<file path="src/tpgs_pkg.sv">
// package for the triple rail power good sequencer: map, fields, timing
package tpgs_pkg;
	// apb register byte offsets
	localparam logic [7:0] TPGS_CTRL_OFF = 8'h00;
	localparam logic [7:0] TPGS_DELAY_OFF = 8'h04;
	localparam logic [7:0] TPGS_STATUS_OFF = 8'h08;
	localparam logic [7:0] TPGS_SS_OFF = 8'h0C;
	localparam logic [7:0] TPGS_ID_OFF = 8'h10;
	// ctrl fields
	localparam int TPGS_CTRL_EN_LSB = 0;
	localparam logic [2:0] TPGS_CTRL_RST = 3'h0;
	// status field positions
	localparam int TPGS_ST_RUN_LSB = 0;
	localparam int TPGS_ST_GOOD_LSB = 3;
	localparam int TPGS_ST_PG_BIT = 6;
	localparam int TPGS_ST_PUMP_BIT = 7;
	localparam int TPGS_ST_SHDN_BIT = 8;
	localparam int TPGS_ST_EXTL_BIT = 9;
	localparam int TPGS_ST_SEQ_LSB = 10;
	// timing: clock rate and reset delay
	localparam int TPGS_CLK_MHZ = 200;
	localparam real TPGS_DELAY_S_PER_F = 2.131e5;
	localparam real TPGS_CAP_NF = 470.0;
	// delay cycles = s/F * C * f, rounded down as a longest time
	localparam int TPGS_DELAY_CYC = int'($floor(TPGS_DELAY_S_PER_F * TPGS_CAP_NF * 1.0e-9
		* TPGS_CLK_MHZ * 1.0e6));
	localparam logic [31:0] TPGS_DELAY_RST = 32'(TPGS_DELAY_CYC);
	localparam logic [31:0] TPGS_SS_RST = 32'h0000_1000;
	localparam int TPGS_NCH = 3;
	// sequencer states, gray along power-up path
	typedef enum logic [1:0]
	{
		TPGS_OFF = 2'b00,
		TPGS_WAIT = 2'b01,
		TPGS_DELAY = 2'b11,
		TPGS_GOOD = 2'b10
	} tpgs_seq_t;
	// per-channel soft start states
	typedef enum logic [1:0]
	{
		TPGS_CH_IDLE = 2'b00,
		TPGS_CH_RAMP = 2'b01,
		TPGS_CH_RUN = 2'b11
	} tpgs_ch_t;
endpackage

</file>
<file path="src/tpgs_ss_if.sv">
// carrier between the sequencer and its per-channel soft start units
`timescale 1ns/1ps
interface tpgs_ss_if;
	logic go;
	logic [31:0] ramp_len;
	logic running;
	logic ramping;
	modport seq (output go, output ramp_len, input running, input ramping);
	modport chan (input go, input ramp_len, output running, output ramping);
endinterface

</file>
<file path="src/tpgs_sequencer.sv">
// top: supply qualification, soft start launch, reset delay and power good flag
//
// The implementer's own choices: the APB interface to the registers and the register offsets.
`timescale 1ns/1ps
module tpgs_sequencer
	import tpgs_pkg::*;
(
	input wire logic pclk,
	input wire logic presetn,
	input wire logic psel,
	input wire logic penable,
	input wire logic pwrite,
	input wire logic [7:0] paddr,
	input wire logic [31:0] pwdata,
	output logic [31:0] prdata,
	output logic pready,
	output logic pslverr,
	input wire logic [2:0] channel_enable,
	input wire logic [2:0] fb_above_85,
	input wire logic [2:0] fb_above_80,
	input wire logic input_above_internal_start,
	input wire logic input_above_pump_start,
	input wire logic input_above_internal_stop,
	input wire logic input_above_external_stop,
	input wire logic input_above_warning,
	input wire logic external_logic_supply,
	input wire logic bias_ok,
	input wire logic thermal_shutdown,
	output logic power_good_reset_n,
	output logic power_good_reset_n_oe,
	output logic charge_pump_enable,
	output logic [2:0] channel_run,
	output logic [2:0] channel_soft_start
);
	typedef struct packed
	{
		tpgs_seq_t seq;
		logic [31:0] dly_cnt;
		logic input_up;
		logic pump_up;
		logic [2:0] en_q;
		logic [2:0] run_q;
		logic [2:0] ramp_q;
		logic pg;
		logic pump_en;
	} tpgs_seq_state_t;
	tpgs_seq_state_t cur_ff;
	tpgs_seq_state_t nxt_cur;
	logic [2:0] sw_enable;
	logic [31:0] delay_len;
	logic [31:0] ss_len;
	logic [31:0] status;
	logic [2:0] en_eff;
	logic [2:0] running;
	logic [2:0] ramping;
	logic [2:0] go;
	logic stop_ok;
	logic shutdown;
	logic all_85;
	logic any_below_80;
	logic new_enable;
	logic drop;

	tpgs_apb_regs u_regs (
		.pclk(pclk),
		.presetn(presetn),
		.psel(psel),
		.penable(penable),
		.pwrite(pwrite),
		.paddr(paddr),
		.pwdata(pwdata),
		.status(status),
		.prdata(prdata),
		.pready(pready),
		.pslverr(pslverr),
		.sw_enable(sw_enable),
		.delay_len(delay_len),
		.ss_len(ss_len)
	);

	// one soft start unit per channel, each with its own counter
	genvar gi;
	generate
		for (gi = 0; gi < TPGS_NCH; gi++)
		begin : g_ch
			tpgs_ss_if ssi ();
			assign ssi.go = go[gi];
			assign ssi.ramp_len = ss_len;
			assign running[gi] = ssi.running;
			assign ramping[gi] = ssi.ramping;
			tpgs_soft_start u_ss (
				.pclk(pclk),
				.presetn(presetn),
				.ss(ssi.chan)
			);
		end
	endgenerate

	// supply and channel qualification terms
	always_comb
	begin
		en_eff = channel_enable | sw_enable;
		// threshold set follows logic supply source
		stop_ok = external_logic_supply ? input_above_external_stop
			: input_above_internal_stop;
		shutdown = thermal_shutdown || !stop_ok || !bias_ok;
		// go depends on enable, supplies, bias and thermal shutdown only, never on feedback
		go = (cur_ff.pump_up && !shutdown) ? en_eff : 3'b000;
		all_85 = ((fb_above_85 & en_eff) == en_eff);
		any_below_80 = |(~fb_above_80 & en_eff);
		new_enable = |(en_eff & ~cur_ff.en_q);
		drop = any_below_80 || new_enable || (en_eff == 3'b000)
			|| !input_above_warning || shutdown;
	end

	// supply bring-up, delay counter and flag
	always_comb
	begin
		nxt_cur = cur_ff;
		nxt_cur.en_q = en_eff;
		nxt_cur.run_q = running;
		nxt_cur.ramp_q = ramping;
		// start from internal threshold until external logic supply is present
		if (!cur_ff.input_up)
			nxt_cur.input_up = external_logic_supply ? input_above_pump_start
				: input_above_internal_start;
		else if (!stop_ok)
			nxt_cur.input_up = 1'b0;
		nxt_cur.pump_en = nxt_cur.input_up;
		if (!cur_ff.pump_en)
			nxt_cur.pump_up = 1'b0;
		else if (input_above_pump_start)
			nxt_cur.pump_up = 1'b1;
		unique case (cur_ff.seq)
			TPGS_OFF:
				if (en_eff != 3'b000)
					nxt_cur.seq = TPGS_WAIT;
			TPGS_WAIT:
				if (en_eff == 3'b000)
					nxt_cur.seq = TPGS_OFF;
				else if (!drop && all_85)
				begin
					nxt_cur.seq = TPGS_DELAY;
					nxt_cur.dly_cnt = delay_len;
				end
			TPGS_DELAY:
				if (drop || !all_85)
				begin
					nxt_cur.seq = (en_eff == 3'b000) ? TPGS_OFF : TPGS_WAIT;
					nxt_cur.dly_cnt = 32'h0000_0000;
				end
				else if (cur_ff.dly_cnt <= 32'h0000_0001)
				begin
					nxt_cur.seq = TPGS_GOOD;
					nxt_cur.dly_cnt = 32'h0000_0000;
				end
				else
					nxt_cur.dly_cnt = cur_ff.dly_cnt - 32'h0000_0001;
			TPGS_GOOD:
				if (drop)
					nxt_cur.seq = (en_eff == 3'b000) ? TPGS_OFF : TPGS_WAIT;
		endcase
		nxt_cur.pg = (nxt_cur.seq == TPGS_GOOD);
	end

	always_ff @(posedge pclk or negedge presetn)
	begin
		if (!presetn)
			cur_ff <= '{seq: TPGS_OFF, dly_cnt: 32'h0000_0000, input_up: 1'b0,
				pump_up: 1'b0, en_q: 3'h0, run_q: 3'h0, ramp_q: 3'h0, pg: 1'b0,
				pump_en: 1'b0};
		else
			cur_ff <= nxt_cur;
	end

	// open drain flag: enable is active low, so drive low whenever not good
	assign power_good_reset_n = 1'b0;
	assign power_good_reset_n_oe = cur_ff.pg;
	assign charge_pump_enable = cur_ff.pump_en;
	assign channel_run = cur_ff.run_q;
	assign channel_soft_start = cur_ff.ramp_q;
	assign status = {20'h0, cur_ff.seq, external_logic_supply, shutdown, cur_ff.pump_up,
		cur_ff.pg, fb_above_85 & en_eff, cur_ff.run_q};
endmodule

</file>
<file path="src/tpgs_soft_start.sv">
// one channel soft start: ramps once per rise of go, holds through dropouts
`timescale 1ns/1ps
module tpgs_soft_start
	import tpgs_pkg::*;
(
	input wire logic pclk,
	input wire logic presetn,
	tpgs_ss_if.chan ss
);
	typedef struct packed
	{
		tpgs_ch_t st;
		logic [31:0] cnt;
	} tpgs_ss_state_t;
	tpgs_ss_state_t cur_ff;
	tpgs_ss_state_t nxt_cur;

	// go drops on disable or global shutdown; a feedback dropout never clears it
	always_comb
	begin
		nxt_cur = cur_ff;
		unique case (cur_ff.st)
			TPGS_CH_IDLE:
				if (ss.go)
				begin
					nxt_cur.st = TPGS_CH_RAMP;
					nxt_cur.cnt = 32'h0000_0000;
				end
			TPGS_CH_RAMP:
				if (!ss.go)
					nxt_cur.st = TPGS_CH_IDLE;
				else if (cur_ff.cnt >= ss.ramp_len)
					nxt_cur.st = TPGS_CH_RUN;
				else
					nxt_cur.cnt = cur_ff.cnt + 32'h0000_0001;
			TPGS_CH_RUN:
				if (!ss.go)
					nxt_cur.st = TPGS_CH_IDLE;
			default:
				nxt_cur.st = TPGS_CH_IDLE;
		endcase
	end

	always_ff @(posedge pclk or negedge presetn)
	begin
		if (!presetn)
			cur_ff <= '{st: TPGS_CH_IDLE, cnt: 32'h0000_0000};
		else
			cur_ff <= nxt_cur;
	end

	assign ss.running = (cur_ff.st != TPGS_CH_IDLE);
	assign ss.ramping = (cur_ff.st == TPGS_CH_RAMP);
endmodule

</file>
<file path="src/tpgs_apb_regs.sv">
// apb slave holding control, delay, soft start length and status view
`timescale 1ns/1ps
module tpgs_apb_regs
	import tpgs_pkg::*;
(
	input wire logic pclk,
	input wire logic presetn,
	input wire logic psel,
	input wire logic penable,
	input wire logic pwrite,
	input wire logic [7:0] paddr,
	input wire logic [31:0] pwdata,
	input wire logic [31:0] status,
	output logic [31:0] prdata,
	output logic pready,
	output logic pslverr,
	output logic [2:0] sw_enable,
	output logic [31:0] delay_len,
	output logic [31:0] ss_len
);
	localparam logic [31:0] TPGS_ID_VAL = 32'h0000_5A01; // arbitrary value
	typedef struct packed
	{
		logic [2:0] en;
		logic [31:0] dly;
		logic [31:0] ss;
		logic [31:0] rd;
		logic err;
	} tpgs_reg_state_t;
	tpgs_reg_state_t cur_ff;
	tpgs_reg_state_t nxt_cur;
	logic acc;
	logic hit;

	// zero wait states: access phase completes at once
	always_comb
	begin
		nxt_cur = cur_ff;
		acc = psel && penable;
		hit = (paddr == TPGS_CTRL_OFF) || (paddr == TPGS_DELAY_OFF)
			|| (paddr == TPGS_STATUS_OFF) || (paddr == TPGS_SS_OFF) || (paddr == TPGS_ID_OFF);
		nxt_cur.err = 1'b0;
		if (psel && !penable)
		begin
			// read data registered in setup so it stands during access
			unique case (paddr)
				TPGS_CTRL_OFF: nxt_cur.rd = {29'h0, cur_ff.en};
				TPGS_DELAY_OFF: nxt_cur.rd = cur_ff.dly;
				TPGS_STATUS_OFF: nxt_cur.rd = status;
				TPGS_SS_OFF: nxt_cur.rd = cur_ff.ss;
				TPGS_ID_OFF: nxt_cur.rd = TPGS_ID_VAL;
				default: nxt_cur.rd = 32'h0000_0000;
			endcase
			nxt_cur.err = !hit;
		end
		if (acc && pwrite)
		begin
			if (paddr == TPGS_CTRL_OFF)
				nxt_cur.en = pwdata[TPGS_CTRL_EN_LSB +: 3];
			if (paddr == TPGS_DELAY_OFF)
				nxt_cur.dly = pwdata;
			if (paddr == TPGS_SS_OFF)
				nxt_cur.ss = pwdata;
		end
	end

	always_ff @(posedge pclk or negedge presetn)
	begin
		if (!presetn)
			cur_ff <= '{en: TPGS_CTRL_RST, dly: TPGS_DELAY_RST, ss: TPGS_SS_RST,
				rd: 32'h0000_0000, err: 1'b0};
		else
			cur_ff <= nxt_cur;
	end

	assign prdata = cur_ff.rd;
	assign pready = 1'b1;
	assign pslverr = cur_ff.err;
	assign sw_enable = cur_ff.en;
	assign delay_len = cur_ff.dly;
	assign ss_len = cur_ff.ss;
endmodule

</file>
<file path="config.mk">
export PLATFORM = sky130hd
export DESIGN_NAME = tpgs_sequencer
export DESIGN_NICKNAME = d
export VERILOG_FILES = /design/src/tpgs_pkg.sv /design/src/tpgs_ss_if.sv /design/src/tpgs_sequencer.sv /design/src/tpgs_soft_start.sv /design/src/tpgs_apb_regs.sv
export SDC_FILE = /design/constraint.sdc
export NUM_CORES = 1
export LEC_CHECK = 0
export BUFFER_PORTS_ARGS = -buffer_cell sky130_fd_sc_hd__buf_2
export CORE_MARGIN = 2
export CORE_UTILIZATION = 25
export DETAILED_ROUTE_END_ITERATION = 10
export GPL_TIMING_DRIVEN = 0
export HOLD_SLACK_MARGIN = 0.1
export MAX_ROUTING_LAYER = met4
export PLACE_DENSITY = 0.41
export SLEW_MARGIN = 25
export SYNTH_ARGS = -nofsm -noshare
export SYNTH_HDL_FRONTEND = slang
export SYNTH_SLANG_ARGS = --single-unit
</file>
<file path="constraint.sdc">
create_clock -name pclk -period 8.3 [get_ports pclk]
set_input_delay 0 -clock pclk [delete_from_list [all_inputs] [get_ports pclk]]
set_output_delay 0 -clock pclk [all_outputs]
set_load 0.005 [all_outputs]
</file>
# --- Word-level counts from Yosys, hierarchy flattened ---
# Cells that the tools add are included.
totals:
  ff_bits: 248
  out_inout_bits: 43
  wordCells: 160
classes:
  add_sub_neg: 4
  order_cmp: 4
  eq_ne: 33
  mux: 44
  n_bitwise: 6
  reduce_logical: 50
op_table:
  columns: ["cell", "n"]
  rows:
  - ["$mux 32", 8]
  - ["$pmux 32 s2", 4]
  - ["$mux 34", 5]
  - ["$pmux 32 s5", 1]
  - ["$add 32x1->32 const B", 3]
  - ["$ge 32x32->1", 3]
  - ["$le 32x1->1 const B", 1]
  - ["$sub 32x1->32 const B", 1]
  - ["$ne 2x2->1 const B", 15]
  - ["$mux 2", 13]
  - ["$pmux 2 s3", 3]
  - ["$eq 8x4->1 const B", 2]
  - ["$reduce_bool 2->1", 7]
  - ["$eq 2x2->1 const B", 6]
  - ["$reduce_and 3->1", 4]
  - ["$reduce_and 4->1", 3]
  - ["$logic_or 1x1->1", 11]
  - ["$and 3x3->3", 3]
  - ["$ne 3x2->1 const B", 3]
  - ["$eq 2x1->1 const B", 4]
  - ["$eq 8x3->1 const B", 1]
  - ["$eq 8x5->1 const B", 1]
  - ["$logic_not 1->1", 8]
  - ["$logic_not 2->1", 4]
  - ["other kinds (12)", 27]

# --- Longest topological paths before layout ---
# Gate-level depths: netlist (run 1).
depth:
  ltp_word: 13
  depth_mapped: 10
  depth_no_buf: 8

# --- By module ---
# Synthesis (run 1) repeated with hierarchy kept, for this count alone.
hier_totals:
  cells_unflattened: 1934
  hier_area_um2: 17438.0
by_module_without_submodules:
  columns: ["mod", "instances", "cells_each", "area_each_um2"]
  rows:
  - ["tpgs_soft_start", 3, 423, 3337.0]
  - ["tpgs_apb_regs", 1, 343, 4590.7]
  - ["tpgs_sequencer", 1, 322, 2836.5]

# --- Worst setup path before layout (run 1) ---
# No wires, ideal clock.
synth_timing:
  kind: "flip-flop to flip-flop"
  from: "reg u_regs.cur_ff (netlist bit u_regs.ss_len[12])"
  to: "reg g_ch[0].u_ss.cur_ff[11] (netlist name)"
  setup_ns: 0.126
  t_arrival_ns: 2.677
  required_ns: 8.174
  setup_slack_ns: 5.497
  stages_incl_launch_ff: 10
  n_path_buf: 1
  period_less_slack_ns: 2.803
  path_cell_list: "dfstp_2 -> inv_1 -> ha_1 -> nand4_1 -> or3_1 -> a2111o_1 -> a31oi_1 -> clkbuf_1 -> nor3_1 -> a221o_1"
synth_between:
  elab_chain_len: 3
synth_lines:
  columns: ["element", "line", "rtl"]
  rows:
  - ["from (decl)", "tpgs_apb_regs.sv:30", "tpgs_reg_state_t cur_ff;"]
  - ["from (signal assigned)", "tpgs_apb_regs.sv:70", "cur_ff <= '{en: TPGS_CTRL_RST, dly: TPGS_DELAY_RST, ss: TPGS_SS_RST,"]
  - ["from (signal assigned)", "tpgs_apb_regs.sv:73", "cur_ff <= nxt_cur;"]
  - ["$ge 32x32->1", "tpgs_soft_start.sv:32", "else if (cur_ff.cnt >= ss.ramp_len)"]
  - ["$ne 2x2->1 (no source line)", null, null]
  - ["$reduce_and 4->1 (no source line)", null, null]
  - ["to (signal assigned)", "tpgs_soft_start.sv:47", "cur_ff <= '{st: TPGS_CH_IDLE, cnt: 32'h0000_0000};"]
  - ["to (signal assigned)", "tpgs_soft_start.sv:49", "cur_ff <= nxt_cur;"]
  - ["to (decl)", "tpgs_soft_start.sv:15", "tpgs_ss_state_t cur_ff;"]
# Every way passes these cells.
# A chain may end at the register's enable or synchronous reset.

# --- Worst setup path after layout (run 1) ---
layout_timing:
  from: "reg u_regs.cur_ff (netlist bit u_regs.ss_len[31])"
  to: "reg g_ch[1].u_ss.cur_ff[11] (netlist name)"
layout_between:
  elab_chain_len: 3
layout_lines:
  columns: ["element", "line"]
  rows:
  - ["$ge 32x32->1", "tpgs_soft_start.sv:32"]
  - ["$ne 2x2->1 (no source line)", null]
  - ["$reduce_and 4->1 (no source line)", null]
  - ["to (signal assigned)", "tpgs_soft_start.sv:47"]
  - ["to (signal assigned)", "tpgs_soft_start.sv:49"]
  - ["to (decl)", "tpgs_soft_start.sv:15"]
# Every way passes these cells.

==> results of run 1 <==
## final cells by class
| class | instances | area share |
|---|---|---|
| sequential | 248 | 0.3323 |
| timing repair buffer | 166 | 0.06602 |
| inverter | 71 | 0.01423 |
| antenna | 1 | 0.0001336 |
| clock buffer | 48 | 0.04965 |
| tap | 790 | 0.05279 |
| multi-input combinational | 1292 | 0.4575 |
| buffer | 107 | 0.02372 |
| clock inverter | 7 | 0.003608 |
## power breakdown
| part | total [uW] | internal [uW] | switching (uW) |
|---|---|---|---|
| Combinational | 285 | 116 | 169 |
| Clock | 1350 | 793 | 558 |
| Sequential | 1350 | 1260 | 84.9 |
## worst max-delay path, stage by stage, from the launching register on
cell,delay [ns]
dfrtp_1,0.38
inv_1,0.35
ha_1,0.23
nand4_1,0.20
nor4_1,0.69
nand2_1,0.15
o22ai_1,0.35
clkbuf_1,0.39
clkbuf_1,0.58
o31ai_1,0.18
a21oi_1,0.16
## layout by cell type, fill, tap and decap left out, types with 28 or more instances in the layout
cell type      instances
dfrtp_1              235
nand2_1              205
o21ai_0              135
buf_2                109
ha_1                 101
clkbuf_1              93
a21oi_1               89
nor3_1                88
inv_1                 70
nand4_1               67
dlygate4sd3_1         61
nand3_1               57
nor2_1                51
or4_1                 51
mux2_2                40
mux2i_1               35
a22oi_1               35
o31ai_1               35
or2_2                 34
clkbuf_16             31
nor4_1                28
## timing repair
item / CTS / global route
hold buffers: 62 / 0
buffers inserted: 0 / 0
hold endpoints to repair: 255 / 0
gates resized for setup: 0 / 0
## cells by family (layout without fill, tap and decap cells)
family	count (synthesis)	in the layout	share of synthesized area
compound gates	417	417	0.1726
fa+ha+maj	101	101	0.08156
buf+inv	178	399	0.04587
flops	248	248	0.4016
mux	80	80	0.05847
other cells	2	3	0.0004847
simple gates	692	692	0.2394
## per-stage QoR
step	instances	utilization	total power [uW]	hold WS, ns	setup WS, ns
after detailed placement	2612	0.2779	1632	-0.06493	4.626
after global routing	2730	0.3045	3112	0.1242	4.336
final	2730	0.3045	2985	0.1396	4.544
after CTS	2729	0.3045	3029	0.1096	4.592
after floorplan	1718	-	1483	-0.2956	5.497
after global placement	2609	0.2763	1618	0.2255	2.039
## worst paths after layout
check,start,endpoint
max reg2reg,u_regs.ss_len[31],g_ch[1].u_ss.cur_ff[11]
max in group asynchronous,presetn,u_regs.delay_len[24]
min in group asynchronous,presetn,u_regs.delay_len[3]
min,input_above_internal_stop,g_ch[2].u_ss.cur_ff[33]
min reg2reg,u_regs.prdata[2],u_regs.prdata[2]
max,u_regs.ss_len[31],g_ch[1].u_ss.cur_ff[11]
## layer usage
metal	vias to the layer above	wire length, um	track usage
li1	6873	-	-
met1	7312	27810	0.2540
met2	374	26750	0.2925
met3	73	2638	0.02056
met4	0	1716	0.05292
met5	-	0	-
## flip-flops by register name, summed over array words and instances (netlist names)
signal and flops:
channel_run 3, channel_soft_start 3, charge_pump_enable 1, cur_ff 38, g_ch.u_ss.cur_ff 102, power_good_reset_n_oe 1, u_regs.delay_len 32, u_regs.prdata 32
u_regs.pslverr 1, u_regs.ss_len 32, u_regs.sw_enable 3
==> results.cfg, run 1 <==
[power_and_ir_drop]
power_leakage_uw = 0.008230
peakVddDrop_uv = 128.1
powerDensity_mw_per_mm2 = 159.4

[sta]
post-route-min-period_ns = 3.756
hold_violations = 0
maxSlewHeadroom = 0.3689
fmax_mhz = 266.3
tns_ns = 0
rsz0062_at_grt = no
slew_viol_final = 0
fin_skew_ns = 0.02897
setup_viol = 0
fin_crit_sh = 0.4525
worstMarginPinSlew_ns = 0.9402

[min_path]
holdPathStages = 4
hold_path.class = input port to flop

[yosys]
yosysTopAreaCell = dfrtp_1
synth_edf_count = 0
synthArstFlopShare = 1.000
syn_area_per_cell_um2 = 9.018
postSynthNetCount = 1881
yosys_warnings = 0
synth_top_area_frac = 0.3796
syn_inst = 1718
netlist_area_mm2 = 0.01549
ys_ff_latch = 248
synth_cell_types = 82
yosys-top-cells-area = dfrtp_1 (38%), ha_1 (8.2%), nand2_1 (5.0%)
yosys-top-cells-count = dfrtp_1 (235), nand2_1 (205), o21ai_0 (135)
yosysMostFrequentCell = dfrtp_1
synthFlopType = dfrtp_1
ys_seq_area_frac = 0.4016

[layout]
area_delta_synth_final_pct = 20.85
area.sequential_mm2 = 0.006222
nFillCells = 6530
multi_input_area_mm2 = 0.008567
drive_above_1_share = 0.1511
nets = 2080
finish.instance_area_mm2 = 0.01872

[cts]
cts.path.max_buffers = 3
clkSinkCount = 248
clkTransAtPathRegs_ns = 0.06
cts_tree = built
cts_buffers = 31
clock-root-buffer = clkbuf_16
cts.htree.levels = 1
clock_latency_ns = 0.59

[worst_setup_path]
rrSetupSlack_ns = 4.54
critPathRequiredTime_ns = 8.80
cp_max_fo = 10
cp-end-kind = flop
crit_type = flop to flop
start_kind = flop
worst-r2r-cell-count = 10
arrival_ns = 4.25

[drt]
drt-pass1-iter-count = 5
num_vias = 14630
drc = 0
routed_wl_um = 58910
ant_nets = 0
drt_iter0_drc = 1133
via_per_inst = 5.360
wire_per_inst_um = 21.58

[placed_design]
placed_cell_area_mm2 = 0.01709
portBuffers = 101
gp_congestion = 0.8562
hpwl_um = 42860

[global_routing]
grt_pass1_wl_um = 88970
antenna_found_initial = 2
grt_max_degree = 87
grt_usage = 0.1865
grt_overflow = 0
grt_pass1_vias = 14180

[flow_run]
max_cap_violations = 0

[floorplanning]
die_area_mm2 = 0.06398
die_h_um = 252.9
coreArea_mm2 = 0.06148
start_util = 0.2520
fp.dieW_um = 252.9
io_pins = 105
row_count = 91

[status]
status = complete, no violations
No activity file was read; power rests on OpenSTA's default activity.
==> inputs of run 2 (changes only) <==
Settings changed: ABC_AREA from default to 1.
Clock period 8.3 ns to 3.59 ns, I/O delays scaled along.
==> run 2 against run 1 <==
  * Critical path type unchanged
  * First-iteration DRC count grew 3.3%
  * Clock power grew to 2.6 times the previous value
  * Largest power group is now clock
  * Clock-buffer cell count grew 5
  * Highest routed layer unchanged
  * Combinational power grew 74%
  * Fmax grew 23%
==> results.cfg, run 2 <==
[worst_setup_path]
crit_path_top_delay_cell = dlygate4sd3_1
critPathRequiredTime_ns = 4.02
crit_path_cell_trace = inv_1 > nor4_4 > dlygate4sd3_1 > nand2_1 > nor2_2 > nand2_1 > buf_2 > nand2_1 > nand2_1
arrival_ns = 3.48
start_kind = flop
cp_top_family = simple AND/OR/NAND/NOR gates
critPathMaxStageDelay_ns = 0.86
cp.buffers_inverters = 3
crit_type = flop to flop
cp_max_fo = 10
cp-end-kind = flop
crit_path_frequent_cell = nand2_1

[yosys]
yosysTopAreaCell = dfrtp_1
synth.area.mux_share = 0
synth_compound_area_frac = 0.07463
synth_top_family_by_area = simple AND/OR/NAND/NOR gates
yosysMostFrequentCell = nand2_1
yosys-top-cells-count = nand2_1 (821), nor2_1 (299), dfrtp_1 (235)
syn_inst = 2336
yosys-top-cells-area = dfrtp_1 (36%), nand2_1 (19%), ha_1 (7.7%)
synth_edf_count = 0
ys_ff_latch = 248
synthArstFlopShare = 1.000
postSynthNetCount = 2499
yosys_warnings = 0
syn_area_per_cell_um2 = 7.012
netlist_area_mm2 = 0.01638
synth_top_area_frac = 0.3590
yosys.area_share.simple = 0.3486
synth_xor_xnor_area_share = 0.04812
synthAdderAreaFrac = 0.07715
synthFlopType = dfrtp_1
synth_cell_types = 43
ys_seq_area_frac = 0.3799

[cts]
cts.htree.levels = 2
clock-root-buffer = clkbuf_16
cts_tree = built
clkSinkCount = 248
cts.path.max_buffers = 3
clock_latency_ns = 0.56
cts_buffers = 35
clkTransAtPathRegs_ns = 0.06
post_cts_resized = 0

[floorplanning]
die_h_um = 260.0
row_count = 93
start_util = 0.2536
coreArea_mm2 = 0.06458
die_area_mm2 = 0.06759
fp.dieW_um = 260.0
io_pins = 105

[global_routing]
grt_pass1_wl_um = 93830
grt_overflow = 0
grt_pass1_vias = 15540
grt_usage = 0.1888
grt_max_degree = 91
antenna_found_initial = 0

[sta]
post-route-min-period_ns = 3.053
slew_viol_final = 0
rsz0062_at_grt = no
fin_skew_ns = 0.02808
setup_viol = 0
hold_violations = 0
fmax_mhz = 327.6
fin_crit_sh = 0.8504
maxSlewHeadroom = 0.3683
worstMarginPinSlew_ns = 0.9440

[status]
status = complete, no violations

[power_and_ir_drop]
powerDensity_mw_per_mm2 = 347.2
peakVddDrop_uv = 194.6
power_leakage_uw = 0.009626

[layout]
top_regs = g_ch.u_ss.cur_ff: 102 flops, cur_ff: 38 flops
top_register = g_ch.u_ss.cur_ff
nFillCells = 7099
area.sequential_mm2 = 0.006222
area_delta_synth_final_pct = 21.13
finalNonFillerCells = 3421
nets = 2702
antenna_cells = 0
fin_util = 0.3072
largest_register_ffs = 102
layout_common_cells = nand2_1 (821), nor2_1 (299), dfrtp_1 (235)
drive_above_1_share = 0.09119
final_common_cell = nand2_1
multi_input_area_mm2 = 0.008992

[flow_run]
max_cap_violations = 0

[drt]
routed_wl_um = 61510
ant_nets = 0
num_vias = 15810
wire_per_inst_um = 17.98
drt-pass1-iter-count = 7
drc = 0
drt_iter0_drc = 1170
via_per_inst = 4.620

[placed_design]
gp_congestion = 0.9098
hpwl_um = 46470
portBuffers = 101
place_inst = 3295

[min_path]
hold_path.class = input port to flop
==> run 2: area by class of cell <==
type | count | area share
Clock buffer | 53 | 0.05064
Inverter | 205 | 0.03878
Clock inverter | 11 | 0.007567
Tap cell | 855 | 0.05392
Multi-Input combinational cell | 1805 | 0.4532
Timing Repair Buffer | 166 | 0.06230
Sequential cell | 248 | 0.3136
Buffer | 78 | 0.01999
==> run 2: tightest hold or removal path, delay by kind of cell <==
family,cells,cell delay (ns)
buffers and inverters,2,0.19
AO/OA/AOI/OAI,1,0.13
AND/OR/NAND/NOR,5,0.32
==> run 2: logic make-up (layout without fill, tap and decap cells) <==
family,Yosys count,in the layout
simple gates,1385,1385
xor+xnor,90,90
compound gates,227,227
fa+ha+maj,101,101
buf+inv,283,513
flops,248,248
other cells,2,2
==> run 2: final timing paths <==
kind,cells after the start,slack (ns),startpoint,endpoint
worst max-delay path,9,0.54,cur_ff[11],g_ch[1].u_ss.cur_ff[29]
worst min-delay path,8,0.14,paddr[1],u_regs.prdata[1]
worst max register to register,9,0.54,cur_ff[11],g_ch[1].u_ss.cur_ff[29]
worst min register to register,2,0.47,u_regs.ss_len[12],u_regs.ss_len[12]
max in group asynchronous,5,2.20,presetn,u_regs.delay_len[20]
min in group asynchronous,3,0.58,presetn,u_regs.delay_len[3]
==> run 2: through the flow <==
step / cell area [um^2] / hold slack (ns) / total power (uW) / setup WS [ns] / TNS [ns]
after global placement: 17960 / 0.2615 / 3320 / -2.503 / -587.06
after floorplan: 16380 / -0.2956 / 3101 / 1.673 / 0
after global routing: 19840 / 0.1790 / 7192 / 0.4206 / 0
after CTS: 19840 / 0.1163 / 7027 / 0.4992 / 0
after detailed placement: 18050 / -0.05234 / 3336 / 0.7894 / 0
final: 19840 / 0.1406 / 6889 / 0.5370 / 0
==> run 2: timing repair <==
action	CTS	global route
setup buffers	0	0
hold buffers	62	0
endpoints found under the hold margin	253	0
==> run 2: routing by layer <==
| layer | global-route usage | wire [um] |
|---|---|---|
| met5 | - | 0 |
| met4 | 0.05715 | 1655 |
| met3 | 0.02827 | 3065 |
| met2 | 0.2889 | 27230 |
| met1 | 0.2564 | 29560 |
==> run 2: report_power, final <==
group          internal [uW]  switching [uW]
clock                   2160            1390
combinational            173             322
sequential              2830            22.6
total                   5160            1730
==> inputs of run 3 (changes only) <==
Settings changed: BUFFER_PORTS_ARGS -buffer_cell sky130_fd_sc_hd__buf_2 to -buffer_cell sky130_fd_sc_hd__buf_4, CORE_ASPECT_RATIO from default to 1.5.
==> run 3 against run 2 <==
  * Die area about the same
  * Core utilization increased by 0.20 points
  * Clock power fell by 14%
  * Combinational power up 5.9%
  * Clock-buffer cell count decreased by 11
  * Sequential power hardly changed
  * First-iteration DRC count decreased by 27%
  * Routed wire length increased by 5.7%
  * Clock skew grew 0.0098 ns
  * Highest routed layer unchanged
  * Fmax down 0.11%
==> results.cfg, run 3 (synthesis gave the netlist of run 2 again) <==
[sta]
slew_viol_final = 0
maxSlewHeadroom = 0.4967
rsz0062_at_grt = no
fin_crit_sh = 0.8513
fin_skew_ns = 0.03792
fmax_mhz = 327.2
post-route-min-period_ns = 3.056
worstMarginPinSlew_ns = 0.7550
hold_violations = 0
tns_ns = 0
setup_viol = 0

[min_path]
hold_path.class = input port to flop

[placed_design]
place_inst = 3310
portBuffers = 101
gp_congestion = 0.9713
hpwl_um = 51730
placed_cell_area_mm2 = 0.01832

[power_and_ir_drop]
p_sw_frac = 0.2649
power_frac_clock = 0.477
intPower_uw = 4734
peakVddDrop_uv = 449.9
p_sw_uw = 1706
powerDensity_mw_per_mm2 = 322.3
seqPwrFrac = 0.442
power_leakage_uw = 0.009611
p_comb_frac = 0.081

[layout]
finalNonFillerCells = 3435
area_delta_synth_final_pct = 21.98
top_regs = g_ch.u_ss.cur_ff: 102 flops, cur_ff: 38 flops
top_register = g_ch.u_ss.cur_ff
nFillCells = 7077
largest_register_ffs = 102
drive_above_1_share = 0.09045
layout_common_cells = nand2_1 (821), nor2_1 (299), dfrtp_1 (235)
antenna_cells = 0
nets = 2704
final_common_cell = nand2_1
finish.instance_area_mm2 = 0.01998

[floorplanning]
die_area_mm2 = 0.06763
die_h_um = 317.5
row_count = 114
fp.dieW_um = 213
start_util = 0.2535
io_pins = 105
coreArea_mm2 = 0.06461

[worst_setup_path]
crit_path_cell_trace = dlygate4sd3_1 > buf_4 > nor2_2 > dlygate4sd3_1 > inv_2 > nor4_4 > nand2_1 > clkbuf_1 > o21ai_1 > dlygate4sd3_1
crit_path_frequent_cell = dlygate4sd3_1
arrival_ns = 3.60
critPathRequiredTime_ns = 4.13
cp-end-kind = flop
critPathMaxStageDelay_ns = 0.69
cp_max_fo = 10
start_kind = input port
crit_type = input port to flop
crit_path_top_delay_cell = dlygate4sd3_1

[cts]
cts.htree.levels = 1
clock_latency_ns = 0.61
postCtsSetupBuffers = 0
cts_buffers = 30
cts.path.max_buffers = 3
clkTransAtPathRegs_ns = 0.07
cts_tree = built
clock-root-buffer = clkbuf_16
clkSinkCount = 248

[drt]
drt_iter0_drc = 854
routed_wl_um = 65020
ant_nets = 0
num_vias = 15780
drc = 0
via_per_inst = 4.593
wire_per_inst_um = 18.93
drt-pass1-iter-count = 7

[global_routing]
antenna_found_initial = 1
grt_pass1_vias = 16220
grt_usage = 0.1993
grt_max_degree = 80
grt_pass1_wl_um = 98860
grt_overflow = 0

[flow_run]
max_cap_violations = 0

[status]
status = complete, no violations
[run 3: changes by cell type in the layout (fill, tap and decap cells not counted), moves of 2 or more]
cell,previous run,this run
dlygate4sd3_1,61,68
clkinv_2,4,8
clkbuf_1,58,52
buf_2,111,11
bufinv_16,3,1
buf_4,18,118
clkbuf_16,36,30
[run 3: per-layer routing]
layer | up-vias | routed length (um) | GRT usage
met5 | - | 0 | -
met1 | 7536 | 24740 | 0.2069
li1 | 7875 | - | -
met4 | 0 | 2435 | 0.07133
met3 | 100 | 1706 | 0.01500
met2 | 266 | 36130 | 0.3852
[run 3: area by class of cell]
| cell class | count | area [um^2] | share of cell area |
|---|---|---|---|
| Sequential cell | 248 | 6222 | 0.3114 |
| Timing Repair Buffer | 173 | 1549 | 0.07752 |
| Tap cell | 870 | 1089 | 0.05448 |
| Clock buffer | 42 | 845.8 | 0.04233 |
| Clock inverter | 14 | 117.6 | 0.005886 |
| Inverter | 205 | 769.5 | 0.03851 |
| Buffer | 78 | 396.6 | 0.01985 |
| Multi-Input combinational cell | 1805 | 8992 | 0.4500 |
[run 3: what timing repair did]
item                                    4_1_cts  5_1_grt
resized for setup                             0        0
hold endpoints to repair                    268        0
endpoints found under the setup margin        0        0
hold buffers                                 69        0
[run 3: power by group through the flow]
stage | clock network, uW | logic (uW) | registers [uW]
finish | 3070 | 524 | 2840
global route | 3270 | 582 | 2850
CTS | 3170 | 536 | 2840
detailed placement | 0 | 469 | 2890
global placement | 0 | 453 | 2890
floorplan | 0 | 212 | 2890
[run 3: path summary, 6_finish.rpt]
| check | from | to | slack, ns | cells after the start |
|---|---|---|---|---|
| setup / recovery | paddr[1] | u_regs.delay_len[2] | 0.53 | 10 |
| hold / removal | psel | u_regs.prdata[4] | 0.13 | 6 |
| setup reg to reg | u_regs.ss_len[29] | g_ch[0].u_ss.cur_ff[20] | 0.58 | 12 |
| hold reg to reg | u_regs.prdata[23] | u_regs.prdata[23] | 0.48 | 2 |
| max in group asynchronous | presetn | u_regs.delay_len[24] | 2.14 | 5 |
| min in group asynchronous | presetn | u_regs.delay_len[9] | 0.53 | 3 |
[run 3: worst max-delay path: cells and delay by family]
family | cells | cell delay, ns
buf+inv | 6 | 2.43
compound gates | 1 | 0.19
simple gates | 3 | 0.99
[run 3: through the flow]
| step | utilization | setup slack [ns] | total power, uW | hold WS, ns |
|---|---|---|---|---|
| final | 0.3092 | 0.5338 | 6439 | 0.1266 |
| after global routing | 0.3092 | 0.3483 | 6702 | 0.1721 |
| after CTS | 0.3092 | 0.4700 | 6544 | 0.1086 |
| after detailed placement | 0.2835 | 0.5089 | 3363 | -0.06364 |
| after global placement | 0.2821 | 0.1171 | 3347 | 0.2489 |
| after floorplan | - | 1.673 | 3101 | -0.2956 |
